### src/hdc_pkg.sv
// Constants, field positions and types for the host adapter DMA channel.
// What this block does
// - Channel is idle with no request pending; address, count, command and mode are written only while idle.
// - Each completed transfer steps the current address by one, up or down.
// - Current address is read as two successive bytes at one offset.
// - Autoinitialize reloads current address from base only after end-of-process.
// - Base address write loads base and current together, two bytes, idle only.
// - The channel performs one transfer more than the programmed word count.
// - Word count decrements per transfer; terminal count when it wraps zero to FFFF.
// - Without autoinitialize, the word count is left at FFFF after terminal count.
// - Autoinitialize restores count from base; base count written with current count.
// - Command register is cleared by reset and by a master clear write.
// - Command bit 7 sets acknowledge polarity; one is active high, reset low.
// - Command bit 6 sets request polarity; one is active low, reset high.
// - Command bit 5 selects extended write, one extra cycle per transfer.
// - Command bit 3 selects compressed timing, one cycle shorter per transfer.
// - Command bit 2 set disables transfers; clear enables them.
// - Command bit 1 is ignored.
// - Status bit 0 set on terminal count or end-of-process; bit 4 shows request.
// - Mask sets on end-of-process unless autoinitialize is enabled.
package hdc_pkg;
	localparam logic [5:0] OFS_ADDR = 6'h00;
	localparam logic [5:0] OFS_COUNT = 6'h01;
	localparam logic [5:0] OFS_CMD = 6'h08;
	localparam logic [5:0] OFS_REQ = 6'h09;
	localparam logic [5:0] OFS_MASK = 6'h0A;
	localparam logic [5:0] OFS_MODE = 6'h0B;
	localparam logic [5:0] OFS_CLRPTR = 6'h0C;
	localparam logic [5:0] OFS_MCLR = 6'h0D;
	localparam logic [5:0] OFS_MASKCLR = 6'h0E;
	localparam logic [5:0] OFS_MASKBIT = 6'h0F;
	localparam logic [5:0] OFS_UPPER = 6'h23;
	localparam int CMD_ACK_POL = 7;
	localparam int CMD_REQ_POL = 6;
	localparam int CMD_WR_STYLE = 5;
	localparam int CMD_COMPRESS = 3;
	localparam int CMD_DISABLE = 2;
	localparam logic [7:0] CMD_KEEP = 8'hEC;
	localparam logic [7:0] CMD_RESET = 8'h00;
	localparam int MODE_SEL_HI = 7;
	localparam int MODE_SEL_LO = 6;
	localparam int MODE_DOWN = 5;
	localparam int MODE_AUTO = 4;
	localparam int MODE_TT_HI = 3;
	localparam int MODE_TT_LO = 2;
	localparam logic [7:0] MODE_RESET = 8'h00;
	localparam logic [1:0] SEL_SINGLE = 2'h1;
	localparam logic [1:0] SEL_BLOCK = 2'h2;
	localparam logic [1:0] TT_TO_MEM = 2'h1;
	localparam int REQ_SOFT_BIT = 2;
	localparam int MSK_SET_BIT = 2;
	localparam int MASKBIT_BIT = 0;
	localparam logic MASK_RESET = 1'h1;
	localparam logic [7:0] ZERO_BYTE = 8'h00;
	localparam logic [15:0] WORD_ZERO = 16'h0000;
	localparam logic [15:0] WORD_ONE = 16'h0001;
	localparam logic [2:0] CYC_BASE = 3'h2;
	localparam logic [2:0] CYC_NORMAL_EXTRA = 3'h1;
	localparam logic [2:0] CYC_EXT_EXTRA = 3'h1;
	localparam int FIFO_WIDTH = 32;
	localparam int FIFO_DEPTH = 8;
	typedef enum logic [2:0] {
		ST_IDLE = 3'b001,
		ST_XFER = 3'b010,
		ST_STEP = 3'b100
	} hdc_state_t;
endpackage : hdc_pkg

### src/hdc_fifo_if.sv
// Valid/ready carrier between the channel and its transfer FIFO.
`timescale 1ns/10ps
`default_nettype none
interface hdc_fifo_if #(parameter int WIDTH = 32);
	logic push_valid;
	logic push_ready;
	logic [WIDTH-1:0] push_data;
	logic pop_valid;
	logic pop_ready;
	logic [WIDTH-1:0] pop_data;
	modport fifo (input push_valid, push_data, pop_ready, output push_ready, pop_valid, pop_data);
	modport user (output push_valid, push_data, pop_ready, input push_ready, pop_valid, pop_data);
endinterface : hdc_fifo_if
`default_nettype wire

### src/hdc_fifo.sv
// Synchronous FIFO holding transferred bytes with their memory address.
`timescale 1ns/10ps
`default_nettype none
module hdc_fifo #(
	parameter int WIDTH = 32,
	parameter int DEPTH = 8
) (
	input wire logic clk, // System clock.
	input wire logic reset, // Synchronous reset, active high.
	hdc_fifo_if.fifo port // Push and pop sides.
);
	localparam int AW = $clog2(DEPTH);
	logic [WIDTH-1:0] mem [DEPTH];
	logic [AW-1:0] wptr;
	logic [AW-1:0] rptr;
	logic [AW:0] count;
	wire push_fire = port.push_valid && port.push_ready;
	wire pop_fire = port.pop_valid && port.pop_ready;
	assign port.push_ready = (count != (AW+1)'(DEPTH));
	assign port.pop_valid = (count != '0);
	assign port.pop_data = mem[rptr];
	always_ff @(posedge clk) begin
		if (push_fire)
			mem[wptr] <= port.push_data;
	end
	always_ff @(posedge clk) begin
		if (reset) begin
			wptr <= '0;
			rptr <= '0;
			count <= '0;
		end else begin
			wptr <= push_fire ? AW'(wptr + 1'b1) : wptr;
			rptr <= pop_fire ? AW'(rptr + 1'b1) : rptr;
			count <= (AW+1)'(count + {AW'(0), push_fire} - {AW'(0), pop_fire});
		end
	end
endmodule : hdc_fifo
`default_nettype wire

### src/hdc_xfer_timer.sv
// Counts the clock cycles of one transfer and flags its last cycle.
`timescale 1ns/10ps
`default_nettype none
module hdc_xfer_timer (
	input wire logic clk, // System clock.
	input wire logic reset, // Synchronous reset, active high.
	input wire logic start, // Pulse: first cycle of a transfer follows.
	input wire logic [2:0] len, // Cycles in the transfer, at least one.
	output logic done // High in the transfer's last cycle.
);
	logic busy;
	logic [2:0] cnt;
	assign done = busy && (cnt == 3'h0);
	always_ff @(posedge clk) begin
		if (reset) begin
			busy <= 1'b0;
			cnt <= 3'h0;
		end else if (start) begin
			busy <= 1'b1;
			cnt <= 3'(len - 3'h1);
		end else begin
			busy <= busy && !done;
			cnt <= (cnt != 3'h0) ? 3'(cnt - 3'h1) : cnt;
		end
	end
endmodule : hdc_xfer_timer
`default_nettype wire

### src/hdc_dma_channel.sv
// Single DMA channel of the host adapter: registers, sequencer and memory side.
`timescale 1ns/10ps
`default_nettype none
module hdc_dma_channel
	import hdc_pkg::*;
(
	input wire logic clk, // System clock, 40 MHz.
	input wire logic reset, // Synchronous reset, active high.
	input wire logic [5:0] cpu_addr, // Register offset.
	input wire logic [7:0] cpu_wdata, // Write data byte.
	input wire logic cpu_wr, // Write strobe, one cycle.
	input wire logic cpu_rd, // Read strobe, one cycle.
	output logic [7:0] cpu_rdata, // Read data, valid the cycle after cpu_rd.
	input wire logic transfer_request, // Request pin, polarity from command bit 6.
	input wire logic [7:0] scsi_data, // Byte from the protocol controller.
	input wire logic end_of_process_in, // External end-of-process, active high.
	output logic transfer_acknowledge, // Acknowledge pin, polarity from command bit 7.
	output logic terminal_count, // Pulse on terminal count.
	output logic end_of_process_out, // Pulse on terminal count or external end-of-process.
	output logic channel_active, // High while not idle.
	output logic mem_valid, // Memory write request.
	input wire logic mem_ready, // Memory accepts the write.
	output logic [23:0] mem_addr, // Memory byte address.
	output logic [7:0] mem_data // Memory write data.
);
	hdc_state_t state;
	hdc_state_t next_state;
	logic [15:0] cur_addr;
	logic [15:0] base_addr;
	logic [15:0] cur_count;
	logic [15:0] base_count;
	logic [7:0] cmd;
	logic [7:0] mode;
	logic [7:0] upper;
	logic [7:0] hold_byte;
	logic byte_hi;
	logic mask;
	logic soft_req;
	logic tc_flag;
	logic eop_seen;
	logic xfer_done;

	hdc_fifo_if #(.WIDTH(FIFO_WIDTH)) fq ();

	hdc_fifo #(.WIDTH(FIFO_WIDTH), .DEPTH(FIFO_DEPTH)) u_fifo (
		.clk(clk),
		.reset(reset),
		.port(fq.fifo)
	);

	// Register decode. Address, count, command and mode only take writes while idle.
	wire idle = (state == ST_IDLE);
	wire in_xfer = (state == ST_XFER);
	wire in_step = (state == ST_STEP);
	wire wr_addr = cpu_wr && (cpu_addr == OFS_ADDR) && idle;
	wire wr_count = cpu_wr && (cpu_addr == OFS_COUNT) && idle;
	wire wr_cmd = cpu_wr && (cpu_addr == OFS_CMD) && idle;
	wire wr_mode = cpu_wr && (cpu_addr == OFS_MODE) && idle;
	wire wr_req = cpu_wr && (cpu_addr == OFS_REQ);
	wire wr_mask = cpu_wr && (cpu_addr == OFS_MASK);
	wire wr_clrptr = cpu_wr && (cpu_addr == OFS_CLRPTR);
	wire wr_mclr = cpu_wr && (cpu_addr == OFS_MCLR);
	wire wr_maskclr = cpu_wr && (cpu_addr == OFS_MASKCLR);
	wire wr_maskbit = cpu_wr && (cpu_addr == OFS_MASKBIT);
	wire wr_upper = cpu_wr && (cpu_addr == OFS_UPPER);
	wire rd_addr = cpu_rd && (cpu_addr == OFS_ADDR);
	wire rd_count = cpu_rd && (cpu_addr == OFS_COUNT);
	wire rd_status = cpu_rd && (cpu_addr == OFS_CMD);
	wire rd_hold = cpu_rd && (cpu_addr == OFS_MCLR);
	wire byte_access = wr_addr || wr_count || rd_addr || rd_count;

	// Mode and command fields.
	wire [1:0] sel = mode[MODE_SEL_HI:MODE_SEL_LO];
	wire [1:0] ttype = mode[MODE_TT_HI:MODE_TT_LO];
	wire auto_en = mode[MODE_AUTO];
	wire count_down_addr = mode[MODE_DOWN];
	wire disabled = cmd[CMD_DISABLE];
	// Bit 6 set means the pin is active low, so the level is inverted.
	wire req_level = transfer_request ^ cmd[CMD_REQ_POL];
	// The requester keeps the pin up until acknowledged, so a plain level is enough.
	wire hw_req = req_level && !mask;
	wire pending = hw_req || soft_req;
	wire to_mem = (ttype == TT_TO_MEM);

	// Transfer length: normal timing adds a cycle, extended write adds a cycle.
	wire [2:0] len_norm = cmd[CMD_COMPRESS] ? 3'h0 : CYC_NORMAL_EXTRA;
	wire [2:0] len_ext = cmd[CMD_WR_STYLE] ? CYC_EXT_EXTRA : 3'h0;
	wire [2:0] xfer_len = 3'(CYC_BASE + len_norm + len_ext);

	// Terminal count is taken when the count leaves zero, so value plus one transfers run.
	wire tc_hit = in_step && (cur_count == WORD_ZERO);
	wire eop = tc_hit || (in_step && eop_seen);
	wire reload = eop && auto_en;
	wire go = idle && !disabled && pending && fq.push_ready;
	wire keep_going = !eop && (sel != SEL_SINGLE) && !disabled && fq.push_ready && ((sel == SEL_BLOCK) || pending);
	wire timer_start = go || (in_step && keep_going);

	hdc_xfer_timer u_timer (
		.clk(clk),
		.reset(reset),
		.start(timer_start),
		.len(xfer_len),
		.done(xfer_done)
	);

	// Sequencer.
	always_comb begin
		case (state)
			ST_IDLE: begin
				next_state = go ? ST_XFER : ST_IDLE;
			end
			ST_XFER: begin
				next_state = xfer_done ? ST_STEP : ST_XFER;
			end
			ST_STEP: begin
				next_state = keep_going ? ST_XFER : ST_IDLE;
			end
			default: begin
				next_state = ST_IDLE;
			end
		endcase
	end

	// Address and count datapath.
	wire [15:0] stepped_addr = count_down_addr ? 16'(cur_addr - WORD_ONE) : 16'(cur_addr + WORD_ONE);
	wire [15:0] stepped_count = 16'(cur_count - WORD_ONE);
	wire [15:0] addr_wr_val = byte_hi ? {cpu_wdata, cur_addr[7:0]} : {cur_addr[15:8], cpu_wdata};
	wire [15:0] count_wr_val = byte_hi ? {cpu_wdata, cur_count[7:0]} : {cur_count[15:8], cpu_wdata};
	wire [15:0] next_cur_addr = wr_addr ? addr_wr_val :
		reload ? base_addr :
		in_step ? stepped_addr : cur_addr;
	wire [15:0] next_base_addr = wr_addr ? addr_wr_val : base_addr;
	wire [15:0] next_cur_count = wr_count ? count_wr_val :
		reload ? base_count :
		in_step ? stepped_count : cur_count;
	wire [15:0] next_base_count = wr_count ? count_wr_val : base_count;

	// Control state. Hardware events take priority over a software clear in the same cycle.
	wire next_byte_hi = (wr_clrptr || wr_mclr) ? 1'b0 : byte_access ? !byte_hi : byte_hi;
	wire [7:0] next_cmd = wr_mclr ? CMD_RESET : wr_cmd ? (cpu_wdata & CMD_KEEP) : cmd;
	wire next_mask = wr_mclr ? MASK_RESET :
		(eop && !auto_en) ? 1'b1 :
		wr_mask ? cpu_wdata[MSK_SET_BIT] :
		wr_maskbit ? cpu_wdata[MASKBIT_BIT] :
		wr_maskclr ? 1'b0 : mask;
	wire next_soft_req = wr_req ? cpu_wdata[REQ_SOFT_BIT] : (eop || wr_mclr) ? 1'b0 : soft_req;
	wire next_tc_flag = eop || (tc_flag && !rd_status && !wr_mclr);
	wire next_eop_seen = in_xfer && (eop_seen || end_of_process_in);

	// Read mux: reserved and unmapped offsets read zero.
	wire [7:0] addr_byte = byte_hi ? cur_addr[15:8] : cur_addr[7:0];
	wire [7:0] count_byte = byte_hi ? cur_count[15:8] : cur_count[7:0];
	wire [7:0] status_byte = {3'h0, pending, 3'h0, tc_flag};
	wire [7:0] rd_val = rd_addr ? addr_byte :
		rd_count ? count_byte :
		rd_status ? status_byte :
		rd_hold ? hold_byte : ZERO_BYTE;

	// The FIFO entry carries the full memory address with the byte.
	assign fq.push_valid = in_step && to_mem;
	assign fq.push_data = {upper, cur_addr, hold_byte};
	// The output stage refills whenever it is empty or being taken; memory stalls back up the FIFO.
	assign fq.pop_ready = !mem_valid || mem_ready;
	wire pop_fire = fq.pop_valid && fq.pop_ready;

	// Acknowledge is held for every cycle of a transfer; bit 7 set drives it high when active.
	wire ack_on = (next_state == ST_XFER);
	wire next_ack_pin = ack_on ~^ next_cmd[CMD_ACK_POL];

	always_ff @(posedge clk) begin
		if (reset)
			state <= ST_IDLE;
		else
			state <= next_state;
	end

	always_ff @(posedge clk) begin
		cur_addr <= next_cur_addr;
		base_addr <= next_base_addr;
		cur_count <= next_cur_count;
		base_count <= next_base_count;
	end

	always_ff @(posedge clk) begin
		if (reset) begin
			cmd <= CMD_RESET;
			mode <= MODE_RESET;
			upper <= ZERO_BYTE;
			byte_hi <= 1'b0;
			mask <= MASK_RESET;
			soft_req <= 1'b0;
			tc_flag <= 1'b0;
			eop_seen <= 1'b0;
		end else begin
			cmd <= next_cmd;
			mode <= wr_mode ? cpu_wdata : mode;
			upper <= wr_upper ? cpu_wdata : upper;
			byte_hi <= next_byte_hi;
			mask <= next_mask;
			soft_req <= next_soft_req;
			tc_flag <= next_tc_flag;
			eop_seen <= next_eop_seen;
		end
	end

	always_ff @(posedge clk) begin
		if (reset)
			hold_byte <= ZERO_BYTE;
		else if (in_xfer && xfer_done)
			hold_byte <= scsi_data;
	end

	always_ff @(posedge clk) begin
		if (reset) begin
			cpu_rdata <= ZERO_BYTE;
			transfer_acknowledge <= 1'b1;
			terminal_count <= 1'b0;
			end_of_process_out <= 1'b0;
			channel_active <= 1'b0;
		end else begin
			cpu_rdata <= cpu_rd ? rd_val : cpu_rdata;
			transfer_acknowledge <= next_ack_pin;
			terminal_count <= tc_hit;
			end_of_process_out <= eop;
			channel_active <= (next_state != ST_IDLE);
		end
	end

	always_ff @(posedge clk) begin
		if (reset) begin
			mem_valid <= 1'b0;
			mem_addr <= 24'h000000;
			mem_data <= ZERO_BYTE;
		end else if (fq.pop_ready) begin
			mem_valid <= fq.pop_valid;
			mem_addr <= pop_fire ? fq.pop_data[31:8] : mem_addr;
			mem_data <= pop_fire ? fq.pop_data[7:0] : mem_data;
		end
	end
endmodule : hdc_dma_channel
`default_nettype wire

### config.mk
export PLATFORM = sky130hd
export DESIGN_NAME = hdc_dma_channel
export DESIGN_NICKNAME = d
export VERILOG_FILES = /design/src/hdc_pkg.sv /design/src/hdc_fifo_if.sv /design/src/hdc_fifo.sv /design/src/hdc_xfer_timer.sv /design/src/hdc_dma_channel.sv
export SDC_FILE = /design/constraint.sdc
export NUM_CORES = 1
export LEC_CHECK = 0
export BUFFER_PORTS_ARGS = -buffer_cell sky130_fd_sc_hd__clkbuf_2
export CORE_ASPECT_RATIO = 1.4
export CORE_MARGIN = 10
export CORE_UTILIZATION = 45
export CTS_CLUSTER_DIAMETER = 40
export DETAILED_ROUTE_END_ITERATION = 12
export PLACE_DENSITY = 0.68
export SYNTH_ARGS = -nofsm -noshare
export SYNTH_HDL_FRONTEND = slang
export SYNTH_SLANG_ARGS = --single-unit
### constraint.sdc
create_clock -name clk -period 4.1 [get_ports clk]
set_input_delay 0.41 -clock clk [delete_from_list [all_inputs] [get_ports clk]]
set_output_delay 0.41 -clock clk [all_outputs]
set_load 0.02 [all_outputs]
== Word-level counts from Yosys, hierarchy flattened ==
Memory sizes are Yosys's and may differ from the RTL's. A register that Yosys moved wholly into a read port is not among the register bits.
Index checks and enable logic that the tools add are counted.

* Add/sub/neg operators: 11
* Eq/ne operators: 19
* Muxes and demuxes: 33
* Bitwise gates (word level): 2
* Reductions and logical operators: 76

{| class="wikitable"
|+ Operators with widths
! kind !! number
|-
| $mux W16 || 9
|-
| $mux W8 || 8
|-
| $eq A6 B4 Y1 const B || 8
|-
| $logic_and A1 B1 Y1 || 41
|-
| $sub A16 B1 Y16 const B || 2
|-
| $add A16 B1 Y16 const B || 1
|-
| $logic_not A16 Y1 || 1
|-
| $logic_or A1 B1 Y1 || 12
|-
| $reduce_bool A3 Y1 || 4
|-
| $mux W1 || 10
|-
| $logic_not A1 Y1 || 9
|-
| $mux W3 || 3
|-
| $pmux W3 S3 || 1
|-
| $add A3 B1 Y3 const B || 2
|-
| $eq A3 B2 Y1 const B || 2
|-
| $eq A6 B1 Y1 const B || 1
|-
| $eq A6 B6 Y1 const B || 1
|-
| $logic_not A6 Y1 || 1
|-
| $sub A3 B1 Y3 const B || 2
|-
| $add A4 B1 Y4 || 1
|-
| $mux W2 || 2
|-
| $ne A4 B4 Y1 const B || 1
|-
| $reduce_bool A2 Y1 || 2
|-
| $reduce_bool A4 Y1 || 1
|-
| 15 further kinds || 16
|}

* Flip-flop bits (word level): 128
* Memory bits (writable): 256
* Output and inout bits: 45
* Logic and storage cells: 168
* Memories kept: 1

{| class="wikitable"
|+ Memory list
! name !! depth !! width !! read ports !! clocked after Yosys merged registers in !! write ports !! RTL line !! text
|-
| u_fifo.mem || 8 || 32 || 1 || 1 || 1 || hdc_fifo.sv:13 || <nowiki>logic [WIDTH-1:0] mem [DEPTH];</nowiki>
|}

== Depth between registers and ports, before layout ==
* Depth after elaboration: 12
* Mapped depth: 11
* Mapped depth without buffers: 10

== Hierarchy ==
From an unflattened synthesis, not the netlist that was laid out.

* Cells, all modules: 1,277
* Area, all modules: 18,019.8 um2

{| class="wikitable"
|+ Modules (own cells, without submodules)
! module !! instances !! cells an instance !! area each (um2)
|-
| hdc_fifo || 1 || 450 || 10,497.6
|-
| hdc_dma_channel || 1 || 807 || 7,324.5
|-
| hdc_xfer_timer || 1 || 20 || 197.7
|}

== Worst setup path after synthesis ==
No wires, ideal clock.

* Kind: reg-to-reg
* From: register state[0]
* To: memory u_fifo.mem[4][0] (enable)
* Data arrival time: 3,665 ps
* Required time: 3,639 ps
* Slack: -26 ps
* Stages on the path, launching flop included: 7
* Buffers on the path: 1
* Clock period less this slack: 4,126 ps
* Path through: dfxtp_1 buf_2 nor2b_1 nand2b_1 nor4b_2 nand2_1 nor3_1

* Cells in the longest elaborated chain, start to end: 5

{| class="wikitable"
|+ Ends and longest elaborated chain
! element !! RTL line !! text
|-
| start: declaration || hdc_dma_channel.sv:26 || <nowiki>hdc_state_t state;</nowiki>
|-
| start signal: assignment || hdc_dma_channel.sv:174 || <nowiki>state <= next_state;</nowiki>
|-
| $eq A3 B3 Y1 || hdc_dma_channel.sv:54 || <nowiki>wire in_step = (state == ST_STEP);</nowiki>
|-
| $logic_and A1 B1 Y1 || hdc_dma_channel.sv:160 || <nowiki>assign fq.push_valid = in_step && to_mem;</nowiki>
|-
| $logic_and A1 B1 Y1 || hdc_fifo.sv:17 || <nowiki>wire push_fire = port.push_valid && port.push_ready;</nowiki>
|-
| named net u_fifo.push_fire || hdc_fifo.sv:17 ||
|-
| $mux W1 || hdc_fifo.sv:23 || <nowiki>if (push_fire)</nowiki>
|-
| $mux W1 (implied by the code) || hdc_fifo.sv:24 || <nowiki>mem[wptr] <= port.push_data;</nowiki>
|-
| end: declaration || hdc_fifo.sv:13 ||
|}

The timed path passes the listed nets, and every way through them passes these cells.

== Worst setup path in the final report ==
* From: register mode[5]
* To: register cur_addr[13] (data pin)

* Cells in the longest elaborated chain, start to end: 4

{| class="wikitable"
|+ Ends and longest elaborated chain
! element !! RTL line !! text
|-
| start: declaration || hdc_dma_channel.sv:33 || <nowiki>logic [7:0] mode;</nowiki>
|-
| start signal: assignment || hdc_dma_channel.sv:196 || <nowiki>mode <= wr_mode ? cpu_wdata : mode;</nowiki>
|-
| $mux W16 || hdc_dma_channel.sv:125 || <nowiki>wire [15:0] stepped_addr = count_down_addr ? 16'(cur_addr - WORD_ONE) : 16'(cur_addr + WORD_ONE);</nowiki>
|-
| $mux W16 || hdc_dma_channel.sv:131 || <nowiki>in_step ? stepped_addr : cur_addr;</nowiki>
|-
| $mux W16 || hdc_dma_channel.sv:130 || <nowiki>reload ? base_addr :</nowiki>
|-
| $mux W16 || hdc_dma_channel.sv:129 || <nowiki>wire [15:0] next_cur_addr = wr_addr ? addr_wr_val :</nowiki>
|-
| named net next_cur_addr[13] || hdc_dma_channel.sv:129 ||
|-
| end signal: assignment || hdc_dma_channel.sv:178 || <nowiki>cur_addr <= next_cur_addr;</nowiki>
|-
| end: declaration || hdc_dma_channel.sv:28 || <nowiki>logic [15:0] cur_addr;</nowiki>
|}

The timed path passes the listed nets, and every way through them passes these cells. The select of a mux whose other input is x is not followed.
A chain may end at the register's enable or synchronous reset.

==> run summary <==
Crit-path cells = ha_1 -> a21o_1 -> a2111oi_2 -> nor3b_1 -> o21ai_0 -> xnor2_1 -> a21oi_1
Post-Syn Area = 17500 µm²
Largest delay contributor family on the critical path = compound AO/OA/AOI/OAI gates
Antenna diodes = 0
Power Density = 536 nW/µm²
Root Buffer = clkbuf_16
DR iter-0 viols = 715
Peak VDD IR = 0.361 mV
Top-area cell type share of the netlist area = 54.8%
DP Area = 18600 µm²
Worst path required time = 4410 ps
GRT overflow = 0
Dpl hpwl = 25.8 mm
Setup crit end kind = flop
Avg WL per Cell = 21.1 µm
Worst-margin pin slew = 945 ps
Largest net degree at the start of global routing = 72
Library cells used by synthesis = 72
Async S/R FF share, synth = 0%
Tcrit/Tclk final = 72.0%
Synth Register Bits = 414
Final Skew = 14.3 ps
Yosys warning count = 0
Clock power frac = 37.8%
Vias per inst = 5.55
Post-route insts no fill = 1848
Die H = 254 µm
Clock sink total = 414
Seq pwr share = 45.2%
Nets@finish = 1347
Mean Syn Cell Area = 14.5 µm²
Synth top area cells = edfxtp_1, dfxtp_1, mux4_2
GR Util All Layers = 16.4%
H-tree depth = 2
Initial Util = 45.6%
Top post-synthesis cells by count = edfxtp_1, nor2_1, dfxtp_1
Area delta synth->final = 14.4%
Comb power frac = 17.0%
GPL Wtd Cong = 0.890
Post-CTS Hold Buffers = 0
Ys flop type = edfxtp_1
Synth area leader = edfxtp_1
Post-Place Worst Slack = 1190 ps
Crit path kind = reg -> reg
Syn Inst Count = 1209
First-pass GRT wire length = 61.0 mm
Syn Nets = 1267
Port Buffers = 73
Sw Ratio = 26.8%
RSZ-0062 raised after global routing = false
Vias in the first global route = 10500
TritonRoute pass-1 iters = 5
Sw power = 2.88 mW
Clock-pin slew on the worst setup and hold paths = 60 ps
CTS tree = yes
Final Hold Fails = 0
Initial antenna violation count = 0
ANT nets after route = 0
Postcts setup bufs = 0
Cell with the most instances after synthesis = edfxtp_1
Post-synth EDFFs = 320
Pint = 7.88 mW
LEAKAGE = 7.01 nW
CP max stage cell = dfxtp_1
Arrival time worst endpoint = 3260 ps
DIE AREA = 47400 µm²
Drt total wl = 39.1 mm
Clk_lat worst skew = 560 ps
Io pins = 74
Critical path buffers and inverters = 0
Count of endpoints failing setup in the final report = 0
Via count = 10300
Hold WS = 87.5 ps
Setup_tns = 0 ps
Seq/Total Area, Yosys = 65.5%
Status = finished, final reports clean
Fmax = 339 MHz
Critical path peak fanout = 17
Core Rows = 85
Placed cells = 1764
Setup slack after layout = 1150 ps
CTS Buf Count = 45
Slew headroom = 37.0%
Slew Limit Fails = 0
Fillers = 3265
Crit start category = flop
Slowest stage delay, CP = 760 ps
DRC errors left = 0
Min Tclk post-route = 2950 ps
Hold Path Class = in -> reg
Clk buf depth = 3
Area of the core = 38500 µm²
Max-Cap Viols = 0
Share of layout cells above drive strength 1 = 20.2%
PostCTS Resize Cnt = 0
Die width = 187 µm
Fin area = 20100 µm²
-- per-stage QoR --
step	util [%]	total power [mW]
3_3_place_gp	48.2	6.81
3_5_place_dp	48.2	6.83
2_1_floorplan	-	6.29
6_report	52.1	10.8
4_1_cts	52.1	10.9
5_1_grt	52.1	11.2
-- cell families (layout without fill, tap and decap cells) --
kind of cell,after synthesis,after routing,share of synthesized area [%]
buffers and inverters,101,218,2.27
AOI/OAI and AO/OA,192,192,7.34
muxes,152,152,13.3
and+or+nand+nor,291,291,7.94
xor gates and xnor gates,29,29,1.45
DFF,414,414,65.5
adders and majority gates,30,30,2.21
-- flip-flops by register name, indices dropped and copies added (netlist names), 3 cells and up --
name and cells:
u_fifo.rptr 3, base_addr 16, mem_data 8, mem_addr 24
cur_addr 16, cmd 5, upper 8, cpu_rdata 8
mode 6, u_fifo.wptr 3, base_count 16, u_fifo.mem 256
u_fifo.count 4, state 3, hold_byte 8, u_timer.cnt 3
cur_count 16
-- placed cells by master (no fill, tap or decap), drive strengths merged, types with 11 or more instances in the layout --
cell type / synthesis / layout
a21oi: 34 / 34
o21ai: 46 / 46
clkinv: 0 / 17
dfxtp: 94 / 94
a211oi: 44 / 44
nand2b: 19 / 19
nor3: 15 / 15
nand2: 73 / 73
nand3: 12 / 12
nor2: 126 / 126
mux2i: 77 / 77
mux2: 11 / 11
edfxtp: 320 / 320
buf: 25 / 22
inv: 40 / 45
ha: 27 / 27
a21o: 13 / 13
clkbuf: 36 / 126
mux4: 64 / 64
xnor2: 20 / 20
-- final cells by class --
| cell class | count | area [µm²] | share of cell area [%] |
|---|---|---|---|
| Sequential cell | 414 | 11500 | 57.3 |
| Multi-Input combinational cell | 694 | 5740 | 28.6 |
| Clock buffer | 54 | 1170 | 5.83 |
| Tap cell | 522 | 653 | 3.25 |
| Timing Repair Buffer | 94 | 526 | 2.62 |
| Clock inverter | 30 | 342 | 1.70 |
| Inverter | 40 | 150 | 0.748 |
-- power groups by stage --
stage	sequential (mW)	combinational [mW]	clock, mW
2_1_floorplan	5.02	1.27	0
3_3_place_gp	4.96	1.85	0
3_5_place_dp	4.96	1.87	0
4_1_cts	4.87	1.88	4.16
5_1_grt	4.90	2.02	4.32
6_report	4.86	1.83	4.07
-- routing by layer --
layer  vias to the layer above  wire, µm  GRT usage [%]
met4                         0      1460           7.00
li1                       4804         -              -
met2                       296     19700           28.4
met3                        83      2020           3.06
met1                      5081     15900           19.8
met5                         -         0              0
-- worst register-to-register path, stage by stage (launching register included) --
cell and delay, ps:
dfxtp_1 760, ha_1 420, a21o_1 200, a2111oi_2 470, nor3b_1 430, o21ai_0 180, xnor2_1 170, a21oi_1 80
-- path summary, 6_finish.rpt --
check                from            to  slack, ps  cells after the start
max               mode[5]  cur_addr[13]       1150                      7
min          scsi_data[2]  hold_byte[2]         90                      3
max reg2reg       mode[5]  cur_addr[13]       1150                      7
min reg2reg      soft_req      soft_req        460                      2
Note: power is estimated with default switching activity, not from simulation.
